[config.mk]
export PLATFORM = sky130hd
export DESIGN_NAME = csf_serial_port
export DESIGN_NICKNAME = d
export VERILOG_FILES = /design/src/csf_fifo_mem.v /design/src/csf_serial_port.v
export VERILOG_INCLUDE_DIRS = /design/src
export SDC_FILE = /design/constraint.sdc
export NUM_CORES = 1
export LEC_CHECK = 0
export ABC_AREA = 1
export CAP_MARGIN = 20
export CORE_UTILIZATION = 45
export DETAILED_ROUTE_END_ITERATION = 16
export DONT_BUFFER_PORTS = 1
export PLACE_DENSITY = 0.66
export SLEW_MARGIN = 0
export SYNTH_ARGS = -nofsm -noshare
export SYNTH_HDL_FRONTEND = slang
export SYNTH_SLANG_ARGS = --single-unit
[constraint.sdc]
create_clock -name ref_clk_i -period 5.6 [get_ports ref_clk_i]
set_input_delay 0.56 -clock ref_clk_i [delete_from_list [all_inputs] [get_ports ref_clk_i]]
set_output_delay 0.56 -clock ref_clk_i [all_outputs]
set_load 0.02 [all_outputs]
[src/csf_consts.vh]
// Register offsets, field positions and reset values of the serial port
`ifndef CSF_CONSTS_VH
`define CSF_CONSTS_VH
`define CSF_ADDR_W 4
`define CSF_OFF_RXDATA 4'h0
`define CSF_OFF_TXDATA 4'h1
`define CSF_OFF_MODE 4'h2
`define CSF_OFF_CTRL 4'h3
`define CSF_OFF_STAT 4'h4
`define CSF_OFF_BRR 4'h5
`define CSF_OFF_PIN 4'h6
`define CSF_OFF_FCR 4'h7
`define CSF_OFF_FDR 4'h8
`define CSF_OFF_LSR 4'h9
`define CSF_BRR_RST 8'hFF
`define CSF_MODE_RST 16'h0000
`define CSF_CTRL_RST 16'h0000
`define CSF_PIN_RST 16'h0000
`define CSF_FCR_RST 16'h0000
`define CSF_FCR_RFRST 0
`define CSF_FCR_TFRST 1
`define CSF_FCR_LOOP 2
`define CSF_FCR_RTRG_LO 3
`define CSF_FCR_RTRG_HI 6
`define CSF_FCR_TTRG_LO 7
`define CSF_FCR_TTRG_HI 10
`define CSF_CTRL_RE 0
`define CSF_CTRL_TE 1
`define CSF_CTRL_CKE 2
`define CSF_CTRL_RIE 3
`define CSF_CTRL_TIE 4
`define CSF_CTRL_REIE 5
`define CSF_MODE_CKS_LO 0
`define CSF_MODE_CKS_HI 1
`define CSF_ST_DR 0
`define CSF_ST_RDF 1
`define CSF_ST_PER 2
`define CSF_ST_FER 3
`define CSF_ST_BRK 4
`define CSF_ST_TX_FIFO_LOW_FLAG 5
`define CSF_ST_TX_DONE_FLAG 6
`define CSF_ST_ER 7
`define CSF_PIN_TXD_DATA 0
`define CSF_PIN_TXD_EN 1
`define CSF_PIN_SCK_DATA 2
`define CSF_PIN_SCK_EN 3
`define CSF_PIN_CTS_DATA 4
`define CSF_PIN_CTS_EN 5
`define CSF_PIN_RTS_DATA 6
`define CSF_PIN_RTS_EN 7
`define CSF_FIFO_DEPTH 16
`define CSF_IDLE_BITS 8'h08
`endif

[src/csf_fifo_mem.v]
// Byte memory for one FIFO with registered read data
`timescale 1ns/100ps
`default_nettype none
module csf_fifo_mem #(
  parameter DW = 8,
  parameter AW = 4
) (
  input wire ref_clk_i,
  input wire wr_en_i,
  input wire [AW-1:0] wr_addr_i,
  input wire [DW-1:0] wr_data_i,
  input wire [AW-1:0] rd_addr_i,
  output reg [DW-1:0] rd_data_o
);
  reg [DW-1:0] mem [0:(1<<AW)-1];
  always @(posedge ref_clk_i) begin
    if (wr_en_i) begin
      mem[wr_addr_i] <= wr_data_i;
    end
    rd_data_o <= mem[rd_addr_i];
  end
endmodule
`default_nettype wire

[src/csf_serial_port.v]
// Clock-synchronous serial port with transmit and receive FIFOs
//
// Our own choices: the register addresses and the address-and-strobe port.
`timescale 1ns/100ps
`default_nettype none
`include "csf_consts.vh"
module csf_serial_port #(
  parameter DEPTH = `CSF_FIFO_DEPTH
) (
  input wire ref_clk_i,
  input wire srst_i,
  input wire [`CSF_ADDR_W-1:0] addr_i,
  input wire [15:0] wdata_i,
  input wire wr_i,
  input wire rd_i,
  output reg [15:0] rdata_o,
  input wire rxd_i,
  output reg txd_o,
  input wire sck_i,
  output reg sck_o,
  output reg sck_oe_o,
  output reg rts_n_o,
  input wire cts_n_i,
  output reg txi_o,
  output reg rxi_o,
  output reg bri_o,
  output reg eri_o
);
  localparam AW = 4;
  localparam [4:0] FULL = DEPTH[4:0];
  // ***************************************
  // Registers
  // ***************************************
  reg [15:0] mode_ff, ctrl_ff, pin_ff, fcr_ff;
  reg [7:0] brr_ff;
  reg [7:0] flag_ff;
  reg [7:0] flag_seen_ff;
  reg overrun_flag_ff, overrun_flag_seen_ff;
  reg [4:0] tcnt_ff, rcnt_ff;
  reg [AW-1:0] twp_ff, trp_ff, rwp_ff, rrp_ff;
  reg [7:0] tsr_ff, rsr_ff;
  reg [3:0] tbit_ff, rbit_ff;
  reg tbusy_ff;
  reg t_ready_ff;
  reg [7:0] brg_cnt_ff;
  reg [5:0] pre_cnt_ff;
  reg sck_int_ff;
  reg [2:0] rxd_s_ff, sck_s_ff, cts_s_ff;
  reg [7:0] idle_cnt_ff;
  wire [7:0] tmem_q, rmem_q;
  // ***************************************
  // Pin synchronisers
  // ***************************************
  always @(posedge ref_clk_i) begin
    if (srst_i) begin
      rxd_s_ff <= 3'h7;
      sck_s_ff <= 3'h7;
      cts_s_ff <= 3'h7;
    end else begin
      rxd_s_ff <= {rxd_s_ff[1:0], rxd_i};
      sck_s_ff <= {sck_s_ff[1:0], sck_i};
      cts_s_ff <= {cts_s_ff[1:0], cts_n_i};
    end
  end
  wire ext_clk = ~ctrl_ff[`CSF_CTRL_CKE];
  wire loop = fcr_ff[`CSF_FCR_LOOP];
  // ***************************************
  // Bit-rate generator
  // ***************************************
  function pre_hit;
    input [1:0] cks;
    input [5:0] cnt;
    begin
      case (cks)
        2'h0: pre_hit = 1'b1;
        2'h1: pre_hit = (cnt[1:0] == 2'h3);
        2'h2: pre_hit = (cnt[3:0] == 4'hF);
        default: pre_hit = (cnt == 6'h3F);
      endcase
    end
  endfunction
  wire pre_tick = pre_hit(mode_ff[`CSF_MODE_CKS_HI:`CSF_MODE_CKS_LO], pre_cnt_ff);
  wire brg_tick = pre_tick && (brg_cnt_ff == 8'h00);
  always @(posedge ref_clk_i) begin
    if (srst_i) begin
      pre_cnt_ff <= 6'h00;
      brg_cnt_ff <= 8'h00;
      sck_int_ff <= 1'b1;
    end else begin
      pre_cnt_ff <= pre_cnt_ff + 6'h01;
      if (pre_tick) begin
        brg_cnt_ff <= (brg_cnt_ff == 8'h00) ? brr_ff : brg_cnt_ff - 8'h01;
      end
      if (brg_tick) begin
        sck_int_ff <= (tbusy_ff || sck_int_ff == 1'b0) ? ~sck_int_ff : 1'b1;
      end
    end
  end
  // Edges of the shift clock, internal or external
  reg sck_prev_ff;
  always @(posedge ref_clk_i) begin
    if (srst_i) begin
      sck_prev_ff <= 1'b1;
    end else begin
      sck_prev_ff <= ext_clk ? sck_s_ff[1] : sck_int_ff;
    end
  end
  wire sck_now = ext_clk ? sck_s_ff[1] : sck_int_ff;
  wire fall = sck_prev_ff && !sck_now;
  wire rise = !sck_prev_ff && sck_now;
  // Only the second synchroniser stage feeds logic
  wire rx_bit = loop ? txd_o : rxd_s_ff[1];
  // ***************************************
  // Bus decode
  // ***************************************
  wire wr_tx = wr_i && addr_i == `CSF_OFF_TXDATA;
  wire rd_rx = rd_i && addr_i == `CSF_OFF_RXDATA;
  wire wr_fcr = wr_i && addr_i == `CSF_OFF_FCR;
  wire t_rst = fcr_ff[`CSF_FCR_TFRST];
  wire r_rst = fcr_ff[`CSF_FCR_RFRST];
  wire t_push = wr_tx && tcnt_ff != FULL && !t_rst;
  // Head entry must be one cycle old so the registered read data are fresh
  wire t_pop = ctrl_ff[`CSF_CTRL_TE] && !tbusy_ff && t_ready_ff && tcnt_ff != 5'h00
    && !t_rst;
  wire r_done = ctrl_ff[`CSF_CTRL_RE] && rise && rbit_ff == 4'h7;
  wire r_push = r_done && rcnt_ff != FULL && !r_rst;
  wire r_drop = r_done && rcnt_ff == FULL;
  wire r_pop = rd_rx && rcnt_ff != 5'h00 && !r_rst;
  wire [7:0] rx_byte = {rx_bit, rsr_ff[7:1]};
  csf_fifo_mem #(.DW(8), .AW(AW)) u_tmem (
    .ref_clk_i(ref_clk_i),
    .wr_en_i(t_push),
    .wr_addr_i(twp_ff),
    .wr_data_i(wdata_i[7:0]),
    .rd_addr_i(t_pop ? trp_ff + 4'h1 : trp_ff),
    .rd_data_o(tmem_q)
  );
  csf_fifo_mem #(.DW(8), .AW(AW)) u_rmem (
    .ref_clk_i(ref_clk_i),
    .wr_en_i(r_push),
    .wr_addr_i(rwp_ff),
    .wr_data_i(rx_byte),
    .rd_addr_i(r_pop ? rrp_ff + 4'h1 : rrp_ff),
    .rd_data_o(rmem_q)
  );
  // ***************************************
  // FIFO pointers and counts
  // ***************************************
  always @(posedge ref_clk_i) begin
    if (srst_i || t_rst) begin
      twp_ff <= 4'h0;
      trp_ff <= 4'h0;
      t_ready_ff <= 1'b0;
      tcnt_ff <= 5'h00;
    end else begin
      t_ready_ff <= (tcnt_ff != 5'h00);
      if (t_push) twp_ff <= twp_ff + 4'h1;
      if (t_pop) trp_ff <= trp_ff + 4'h1;
      tcnt_ff <= tcnt_ff + {4'h0, t_push} - {4'h0, t_pop};
    end
  end
  always @(posedge ref_clk_i) begin
    if (srst_i || r_rst) begin
      rwp_ff <= 4'h0;
      rrp_ff <= 4'h0;
      rcnt_ff <= 5'h00;
    end else begin
      if (r_push) rwp_ff <= rwp_ff + 4'h1;
      if (r_pop) rrp_ff <= rrp_ff + 4'h1;
      rcnt_ff <= rcnt_ff + {4'h0, r_push} - {4'h0, r_pop};
    end
  end
  // ***************************************
  // Shift stages
  // ***************************************
  always @(posedge ref_clk_i) begin
    if (srst_i) begin
      tsr_ff <= 8'h00;
      tbit_ff <= 4'h0;
      tbusy_ff <= 1'b0;
      rsr_ff <= 8'h00;
      rbit_ff <= 4'h0;
    end else begin
      if (t_pop) begin
        tbusy_ff <= 1'b1;
        tbit_ff <= 4'h0;
        tsr_ff <= tmem_q;
      end else if (tbusy_ff && fall && tbit_ff != 4'h0) begin
        // First fall keeps bit 0; each later fall presents the next bit
        tsr_ff <= {1'b1, tsr_ff[7:1]};
      end else if (tbusy_ff && rise) begin
        // Byte ends on the eighth rise, so no extra clock edge follows except at CKS 0 with brr_ff 0, where one more fall and rise come
        tbit_ff <= tbit_ff + 4'h1;
        if (tbit_ff == 4'h7) begin
          tbusy_ff <= 1'b0;
        end
      end
      if (!ctrl_ff[`CSF_CTRL_RE]) begin
        rbit_ff <= 4'h0;
      end else if (rise) begin
        rsr_ff <= rx_byte;
        rbit_ff <= (rbit_ff == 4'h7) ? 4'h0 : rbit_ff + 4'h1;
      end
    end
  end
  // ***************************************
  // Status flags
  // ***************************************
  wire [7:0] set_flag;
  assign set_flag[`CSF_ST_DR] = (idle_cnt_ff == `CSF_IDLE_BITS) && rcnt_ff != 5'h00;
  assign set_flag[`CSF_ST_RDF] = rcnt_ff >= {1'b0, fcr_ff[`CSF_FCR_RTRG_HI:`CSF_FCR_RTRG_LO]}
    && rcnt_ff != 5'h00;
  assign set_flag[`CSF_ST_PER] = 1'b0;
  assign set_flag[`CSF_ST_FER] = 1'b0;
  assign set_flag[`CSF_ST_BRK] = 1'b0;
  assign set_flag[`CSF_ST_TX_FIFO_LOW_FLAG] = tcnt_ff <= {1'b0, fcr_ff[`CSF_FCR_TTRG_HI:`CSF_FCR_TTRG_LO]};
  assign set_flag[`CSF_ST_TX_DONE_FLAG] = !tbusy_ff && tcnt_ff == 5'h00;
  assign set_flag[`CSF_ST_ER] = 1'b0;
  wire rd_st = rd_i && addr_i == `CSF_OFF_STAT;
  wire wr_st = wr_i && addr_i == `CSF_OFF_STAT;
  wire rd_ls = rd_i && addr_i == `CSF_OFF_LSR;
  wire wr_ls = wr_i && addr_i == `CSF_OFF_LSR;
  genvar g;
  generate
    for (g = 0; g < 8; g = g + 1) begin : g_flag
      always @(posedge ref_clk_i) begin
        if (srst_i || g == `CSF_ST_PER || g == `CSF_ST_FER) begin
          flag_ff[g] <= 1'b0;
          flag_seen_ff[g] <= 1'b0;
        end else if (set_flag[g]) begin
          flag_ff[g] <= 1'b1;
        end else if (wr_st && !wdata_i[g] && flag_seen_ff[g]) begin
          flag_ff[g] <= 1'b0;
          flag_seen_ff[g] <= 1'b0;
        end else if (rd_st && flag_ff[g]) begin
          flag_seen_ff[g] <= 1'b1;
        end
      end
    end
  endgenerate
  always @(posedge ref_clk_i) begin
    if (srst_i) begin
      overrun_flag_ff <= 1'b0;
      overrun_flag_seen_ff <= 1'b0;
    end else if (r_drop) begin
      overrun_flag_ff <= 1'b1;
    end else if (wr_ls && !wdata_i[0] && overrun_flag_seen_ff) begin
      overrun_flag_ff <= 1'b0;
      overrun_flag_seen_ff <= 1'b0;
    end else if (rd_ls && overrun_flag_ff) begin
      overrun_flag_seen_ff <= 1'b1;
    end
  end
  always @(posedge ref_clk_i) begin
    if (srst_i || r_push || r_pop) begin
      idle_cnt_ff <= 8'h00;
    end else if (rise && idle_cnt_ff != `CSF_IDLE_BITS) begin
      idle_cnt_ff <= idle_cnt_ff + 8'h01;
    end
  end
  // ***************************************
  // Register writes and reads
  // ***************************************
  always @(posedge ref_clk_i) begin
    if (srst_i) begin
      mode_ff <= `CSF_MODE_RST;
      ctrl_ff <= `CSF_CTRL_RST;
      brr_ff <= `CSF_BRR_RST;
      pin_ff <= `CSF_PIN_RST;
      fcr_ff <= `CSF_FCR_RST;
    end else if (wr_i) begin
      if (addr_i == `CSF_OFF_MODE) mode_ff <= wdata_i;
      if (addr_i == `CSF_OFF_CTRL) ctrl_ff <= wdata_i;
      if (addr_i == `CSF_OFF_BRR) brr_ff <= wdata_i[7:0];
      if (addr_i == `CSF_OFF_PIN) pin_ff <= wdata_i;
      if (wr_fcr) fcr_ff <= wdata_i;
    end
  end
  always @(posedge ref_clk_i) begin
    if (srst_i) begin
      rdata_o <= 16'h0000;
    end else if (rd_i) begin
      case (addr_i)
        `CSF_OFF_RXDATA: rdata_o <= {8'h00, rmem_q};
        `CSF_OFF_MODE: rdata_o <= mode_ff;
        `CSF_OFF_CTRL: rdata_o <= ctrl_ff;
        `CSF_OFF_STAT: rdata_o <= {8'h00, flag_ff};
        `CSF_OFF_BRR: rdata_o <= {8'h00, brr_ff};
        `CSF_OFF_PIN: rdata_o <= {pin_ff[15:5], cts_s_ff[1], sck_s_ff[1], pin_ff[2], rxd_s_ff[1],
          pin_ff[0]};
        `CSF_OFF_FCR: rdata_o <= fcr_ff;
        `CSF_OFF_FDR: rdata_o <= {3'h0, tcnt_ff, 3'h0, rcnt_ff};
        `CSF_OFF_LSR: rdata_o <= {15'h0000, overrun_flag_ff};
        default: rdata_o <= 16'h0000;
      endcase
    end else begin
      rdata_o <= 16'h0000;
    end
  end
  // ***************************************
  // Pins and requests
  // ***************************************
  always @(posedge ref_clk_i) begin
    if (srst_i) begin
      txd_o <= 1'b1;
      sck_o <= 1'b1;
      sck_oe_o <= 1'b0;
      rts_n_o <= 1'b1;
      txi_o <= 1'b0;
      rxi_o <= 1'b0;
      bri_o <= 1'b0;
      eri_o <= 1'b0;
    end else begin
      if (!ctrl_ff[`CSF_CTRL_TE]) txd_o <= pin_ff[`CSF_PIN_TXD_DATA];
      else if (tbusy_ff) txd_o <= tsr_ff[0];
      else txd_o <= 1'b1;
      sck_o <= ctrl_ff[`CSF_CTRL_CKE] ? sck_int_ff : pin_ff[`CSF_PIN_SCK_DATA];
      sck_oe_o <= ctrl_ff[`CSF_CTRL_CKE] || pin_ff[`CSF_PIN_SCK_EN];
      rts_n_o <= pin_ff[`CSF_PIN_RTS_EN] ? pin_ff[`CSF_PIN_RTS_DATA] : (rcnt_ff == FULL);
      txi_o <= ctrl_ff[`CSF_CTRL_TIE] && flag_ff[`CSF_ST_TX_FIFO_LOW_FLAG];
      rxi_o <= ctrl_ff[`CSF_CTRL_RIE] && (flag_ff[`CSF_ST_RDF] || flag_ff[`CSF_ST_DR]);
      bri_o <= ctrl_ff[`CSF_CTRL_REIE] && (overrun_flag_ff || flag_ff[`CSF_ST_BRK]);
      eri_o <= ctrl_ff[`CSF_CTRL_REIE] && flag_ff[`CSF_ST_ER];
    end
  end
endmodule
`default_nettype wire

==> flow_summary.toml, run 1 <==
[setup_path]
rr_worst_depth = 13
critPathKind = "flop to flop"
cp_data_required_time_ns = 6.11
cp-start-kind = "flop"
worstPathMaxFanout = 65
critPathCaptureType = "flop"
critical_path_arrival_ns = 3.89

[route]
drt_iter0_drc = 1339
firstDrtPassIters = 7
drtAntennaViolNets = 0
vias = 14820
routed_via_density = 5.446
wirelength_mm = 49.49
routedWlPerCell_um = 18.18
drc = 0

[layout]
drive_above_1_share_pct = 5.569
fillCellCount = 3980
final_core_util_pct = 50.32
design_area_um2 = 21870
area_growth_pct = 9.109
final_nets = 2168
n_antenna_cell = 0
instances_no_fill = 2722

[timing]
finalCritPeriodShare_pct = 60.45
tns_ns = 0
finClkSkew_ns = 0.02374
hold_viol_final = 0
worst_slack_ns = 2.215
finalSetupViolations = 0
slew_headroom_pct = 29.00
rsz0062_at_grt = "no"
tightestPinTransition_ns = 1.062
hold_ws_ns = 0.05161
drv_slew = 0
fmax_ghz = 0.2954
fin_crit_ns = 3.385

[global_route]
grt_pass1_wl_mm = 76.89
grt_max_degree = 78
first_global_vias = 14040
gr-total-overflow = 0
track_usage_pct = 21.89
antenna_found_initial = 0

[outcome]
outcome = "complete, no violations"

[clocking]
clkSinkCount = 456
clock-root-buffer = "clkbuf_16"
htreeDepth = 2
cts.repair.resized = 0
clock_latency_ns = 0.59
cts_buffer_depth = 3
post_cts_buffers = 0
cts_tree = "yes"
cts_hold_buf = 0
cts_made_buffers = 48
cts.reportedPaths.clkPinSlew_ns = 0.06

[yosys]
yosys-top-cells-area = "edfxtp_1 38%, dfxtp_1 20%, nand3_1 7.7%"
synth_edf_count = 256
syn_area_per_cell_um2 = 9.382
syn-instance-count = 2136
synth_top_family_by_area = "simple AND/OR/NAND/NOR gates"
synthAdderAreaFrac_pct = 2.572
synthFlopType = "edfxtp_1"
synth_xor_area_share_pct = 0.4433
synth_seq_cells = 456
syn_area_um2 = 20040
yosys.area.top_type = "edfxtp_1"
netlist.area_leader.share_pct = 38.36
ys_async_sr_fraction_pct = 0
yosys_warnings = 0
synthesis.nets = 2203
ys_seq_area_share_pct = 58.34
synth_compound_area_share_pct = 7.929
yosysMostFrequentCell = "inv_1"
synth-simple-area-share_pct = 21.73
synth_common_cells = "336 x inv_1, 309 x nand2_1, 309 x nand3_1, 256 x edfxtp_1, 200 x dfxtp_1"
synth_cell_types = 53
yosys-mux-area-fraction_pct = 0

[floorplanning]
pin_count = 51
fp.coreArea_um2 = 43460
die-height_um = 213.0
die-area_um2 = 45380
die_w_um = 213.0
std_cell_rows = 76
floorplan.initialDensity_pct = 46.12

[power_and_ir_drop]
p_per_area_nw_per_um2 = 323.4
vdd.ir_drop.worst_uv = 223.7
p_total_mw = 7.072
leakagePower_nw = 8.600

[place]
gp_congestion = 0.9148
dp_hpwl_mm = 31.72
io_buffers = 0
placedCellCount = 2635
post-place-ws_ns = 2.269
place_area_um2 = 20370

[min_path]
hold_class = "input port to flop"
hold_depth = 1

[run]
cap_viol_max_count = 0
==> cells by family (layout without fill, tap and decap cells) <==
logic type / after synthesis / after routing
compound gates: 290 / 290
xor+xnor: 8 / 8
fa+ha+maj: 40 / 40
buf+inv: 436 / 437
flops: 456 / 456
other cells: 1 / 1
simple gates: 905 / 905
==> flip-flops by register name (all words and copies together), names as in the netlist, 14 cells and up <==
register / cells
mode_ff: 16
rdata_o: 16
u_tmem.mem: 128
fcr_ff: 16
ctrl_ff: 16
u_rmem.mem: 128
pin_ff: 14
==> cell type report <==
cell class                      instances  area (um^2)  share of cell area (%)
Inverter                              342         1290                   5.900
Timing Repair Buffer                    9        112.6                  0.5150
Multi-Input combinational cell       1244         6561                   30.01
Clock inverter                         21        163.9                  0.7496
Tap cell                              585        732.0                   3.347
Sequential cell                       456        11690                   53.47
Clock buffer                           65         1315                   6.014
==> placed cells by master (no fill, tap or decap), drive strengths merged, types with 5 or more instances in the layout <==
master / instances
a211oi: 6
a21oi: 124
a221oi: 5
a31oi: 16
buf: 9
clkbuf: 65
clkinv: 18
dfxtp: 200
edfxtp: 256
ha: 38
inv: 342
nand2: 319
nand3: 311
nand3b: 91
nand4: 11
nor2: 133
nor3: 24
nor4: 5
o211ai: 5
o21ai: 104
o22ai: 25
or2: 9
xor2: 7
==> power breakdown <==
part           switching (mW)  total (mW)  internal (mW)
Combinational           0.266       0.402          0.135
Sequential             0.0523        3.63           3.58
Clock                    1.30        3.04           1.73
==> final timing paths <==
path,end,slack (ns),from
setup reg to reg,u_tmem.rd_data_o[3],2.21,tcnt_ff[2]
hold / removal,tsr_ff[5],0.05,srst_i
setup / recovery,u_tmem.rd_data_o[3],2.21,tcnt_ff[2]
hold reg to reg,sck_s_ff[1],0.41,sck_s_ff[0]
==> metal layers <==
metal | wire length (um) | global-route usage (%) | vias to the layer above
met5 | 0 | 0 | -
met4 | 1726 | 9.526 | 0
met3 | 3636 | 3.883 | 122
met2 | 23170 | 35.36 | 567
met1 | 20960 | 28.79 | 7044
li1 | - | - | 7090
==> critical path, cell delays in order (launching register included) <==
cell and delay [ns]:
dfxtp_1 0.36, inv_1 0.09, ha_1 0.23, nand4_2 0.17
nand2_2 0.16, nand2_2 0.09, buf_4 0.56, nand2_2 0.59
buf_12 0.36, nand2_1 0.07, nand3_1 0.07, nand3_1 0.10
nand3_1 0.18, nand2_1 0.19
Power figures use the tool's default switching activity.
==> inputs of run 2 (changes only) <==
- clock period: 5.6 -> 3.54 ns (I/O delays scaled with it)
==> run 2 against run 1 <==
- maximum frequency up 13%
- sequential power is 58% higher
- sequential share of layout area fell by 0.88 points
- clock-buffer cell count up 2
- first-iteration DRC count is 6.9% higher
- flip-flop and latch count unchanged
- highest routed layer unchanged
- hold slack lost 0.023 ns
- critical endpoint is now rcnt_ff[4]
- via count is 0.63% lower
==> flow_summary.toml, run 2 (same netlist as run 1, synthesis figures left out) <==
[outcome]
outcome = "complete, no violations"

[setup_path]
cp-start-kind = "flop"
slowest_stage = "fa_1"
crit_family = "simple AND/OR/NAND/NOR gates"
path_cells = "nand2_1 -> o21ai_2 -> nand2_2 -> clkinv_2 -> nand2_4 -> nor2_2 -> nand2_1 -> inv_1 -> nand2_2 -> ha_1 -> inv_1 -> ha_1 -> inv_1 -> fa_1 -> nor3_1 -> a211oi_1 -> o21ai_0 -> a21oi_1"
critical_path_arrival_ns = 3.44
critPathMaxStageDelay_ns = 0.41
critPathCaptureType = "flop"
regToRegSetupSlack_ns = 0.55
cp_data_required_time_ns = 3.99
critPathKind = "flop to flop"
path_common_cell = "inv_1"
worstPathMaxFanout = 10
critPathBufInv = 4

[floorplanning]
std_cell_rows = 76
pin_count = 51
die-height_um = 213.0
die_w_um = 213.0
floorplan.initialDensity_pct = 46.12
fp.coreArea_um2 = 43460
die-area_um2 = 45380

[timing]
worst_slack_ns = 0.5484
tightestPinTransition_ns = 1.078
fin_crit_ns = 2.992
fmax_ghz = 0.3343
finalSetupViolations = 0
slew_headroom_pct = 27.91
hold_viol_final = 0
rsz0062_at_grt = "no"
drv_slew = 0
tns_ns = 0
finClkSkew_ns = 0.01662
finalCritPeriodShare_pct = 84.51
hold_ws_ns = 0.02843

[route]
routedWlPerCell_um = 17.98
routed_via_density = 5.329
top_layer_used = "met4"
vias = 14730
drtAntennaViolNets = 0
wl_met1_mm = 20.93
met3_length_mm = 3.263
drt_iter0_drc = 1431
wl_met2_mm = 23.60
drc = 0
firstDrtPassIters = 6
wirelength_mm = 49.70

[power_and_ir_drop]
comb_power_share_pct = 6.4
power_frac_clock_pct = 42.7
power.internal_mw = 8.706
pwr-share-seq_pct = 50.8
p_total_mw = 11.29
power.switching_mw = 2.585
leakagePower_nw = 8.778
p_sw_share_pct = 22.90
vdd.ir_drop.worst_uv = 417.1
p_per_area_nw_per_um2 = 507.9

[global_route]
gr-total-overflow = 0
first_global_vias = 14180
grt_max_degree = 65
antenna_found_initial = 1
track_usage_pct = 22.45
grt_pass1_wl_mm = 78.48

[layout]
final_common_cell = "inv_1"
largest_registers = "u_rmem.mem (128), u_tmem.mem (128)"
drive_above_1_share_pct = 6.161
area_growth_pct = 10.93
fillCellCount = 3954
final_cell_mix = "335 x inv_1, 308 x nand3_1, 307 x nand2_1"
final_core_util_pct = 51.16
design_area_um2 = 22230
ff_latch_area_um2 = 11690
multi_input_area_um2 = 6561
instances_no_fill = 2764
final_nets = 2205

[clocking]
clock_latency_ns = 0.57
cts_tree = "yes"
htreeDepth = 2
cts.repair.resized = 0
post_cts_buffers = 0
clkSinkCount = 456
cts_made_buffers = 48
clock-root-buffer = "clkbuf_16"
cts.reportedPaths.clkPinSlew_ns = 0.06
cts_buffer_depth = 3

[place]
gp_congestion = 0.9131
io_buffers = 0
post-place-ws_ns = 0.4706
placedCellCount = 2649
dp_hpwl_mm = 31.59
place_area_um2 = 20460

[min_path]
hold_class = "input port to flop"

[run]
cap_viol_max_count = 0
==> run 2: cell count changes in the layout (fill, tap and decap cells not counted), sizes merged <==
cell         previous run  this run
diode                   0         4
clkinv                 18        19
clkinvlp                1         0
buf                     9        23
inv                   342       341
clkbuf                 65        67
dlygate4sd3             0        23
==> run 2: power by group through the flow <==
stage | Sequential (mW) | Clock, mW | Combinational [mW]
2_1_floorplan | 5.83 | 0 | 0.513
3_3_place_gp | 5.85 | 0 | 0.613
3_5_place_dp | 5.85 | 0 | 0.632
4_1_cts | 5.74 | 4.91 | 0.713
5_1_grt | 5.75 | 5.11 | 0.821
6_report | 5.74 | 4.83 | 0.725
==> run 2: layout make-up <==
type                       count  area share, %
antenna                        4        0.04502
clock buffer                  67          6.090
sequential                   456          52.59
multi-input combinational   1244          29.51
tap                          585          3.292
inverter                     342          5.803
clock inverter                20         0.6866
timing repair buffer          46          1.981
==> run 2: metal layers <==
| layer | track usage (%) | up-vias |
|---|---|---|
| met3 | 3.324 | 109 |
| met1 | 29.17 | 6948 |
| met4 | 9.700 | 0 |
| met5 | 0 | - |
| met2 | 37.21 | 509 |
| li1 | - | 7163 |
==> run 2: repair_timing <==
| item | in CTS | in global routing |
|---|---|---|
| hold endpoints to repair | 230 | 0 |
| hold buffers | 24 | 0 |
| endpoints found under the setup margin | 0 | 0 |
==> run 2: final timing paths <==
path / start / endpoint / depth (start not counted)
hold / removal: wdata_i[4] / fcr_ff[4] / 2
hold reg to reg: cts_s_ff[0] / cts_s_ff[1] / 1
setup reg to reg: ctrl_ff[2] / rcnt_ff[4] / 18
setup / recovery: ctrl_ff[2] / rcnt_ff[4] / 18
==> run 2: worst reg2reg max path, stage by stage, from the launching register on <==
cell      delay (ns)
dfxtp_1         0.38
nand2_1         0.10
o21ai_2         0.08
nand2_2         0.15
clkinv_2        0.16
nand2_4         0.10
nor2_2          0.12
nand2_1         0.10
inv_1           0.11
nand2_2         0.10
ha_1            0.31
inv_1           0.06
ha_1            0.15
inv_1           0.05
fa_1            0.41
nor3_1          0.21
a211oi_1        0.08
o21ai_0         0.15
a21oi_1         0.06
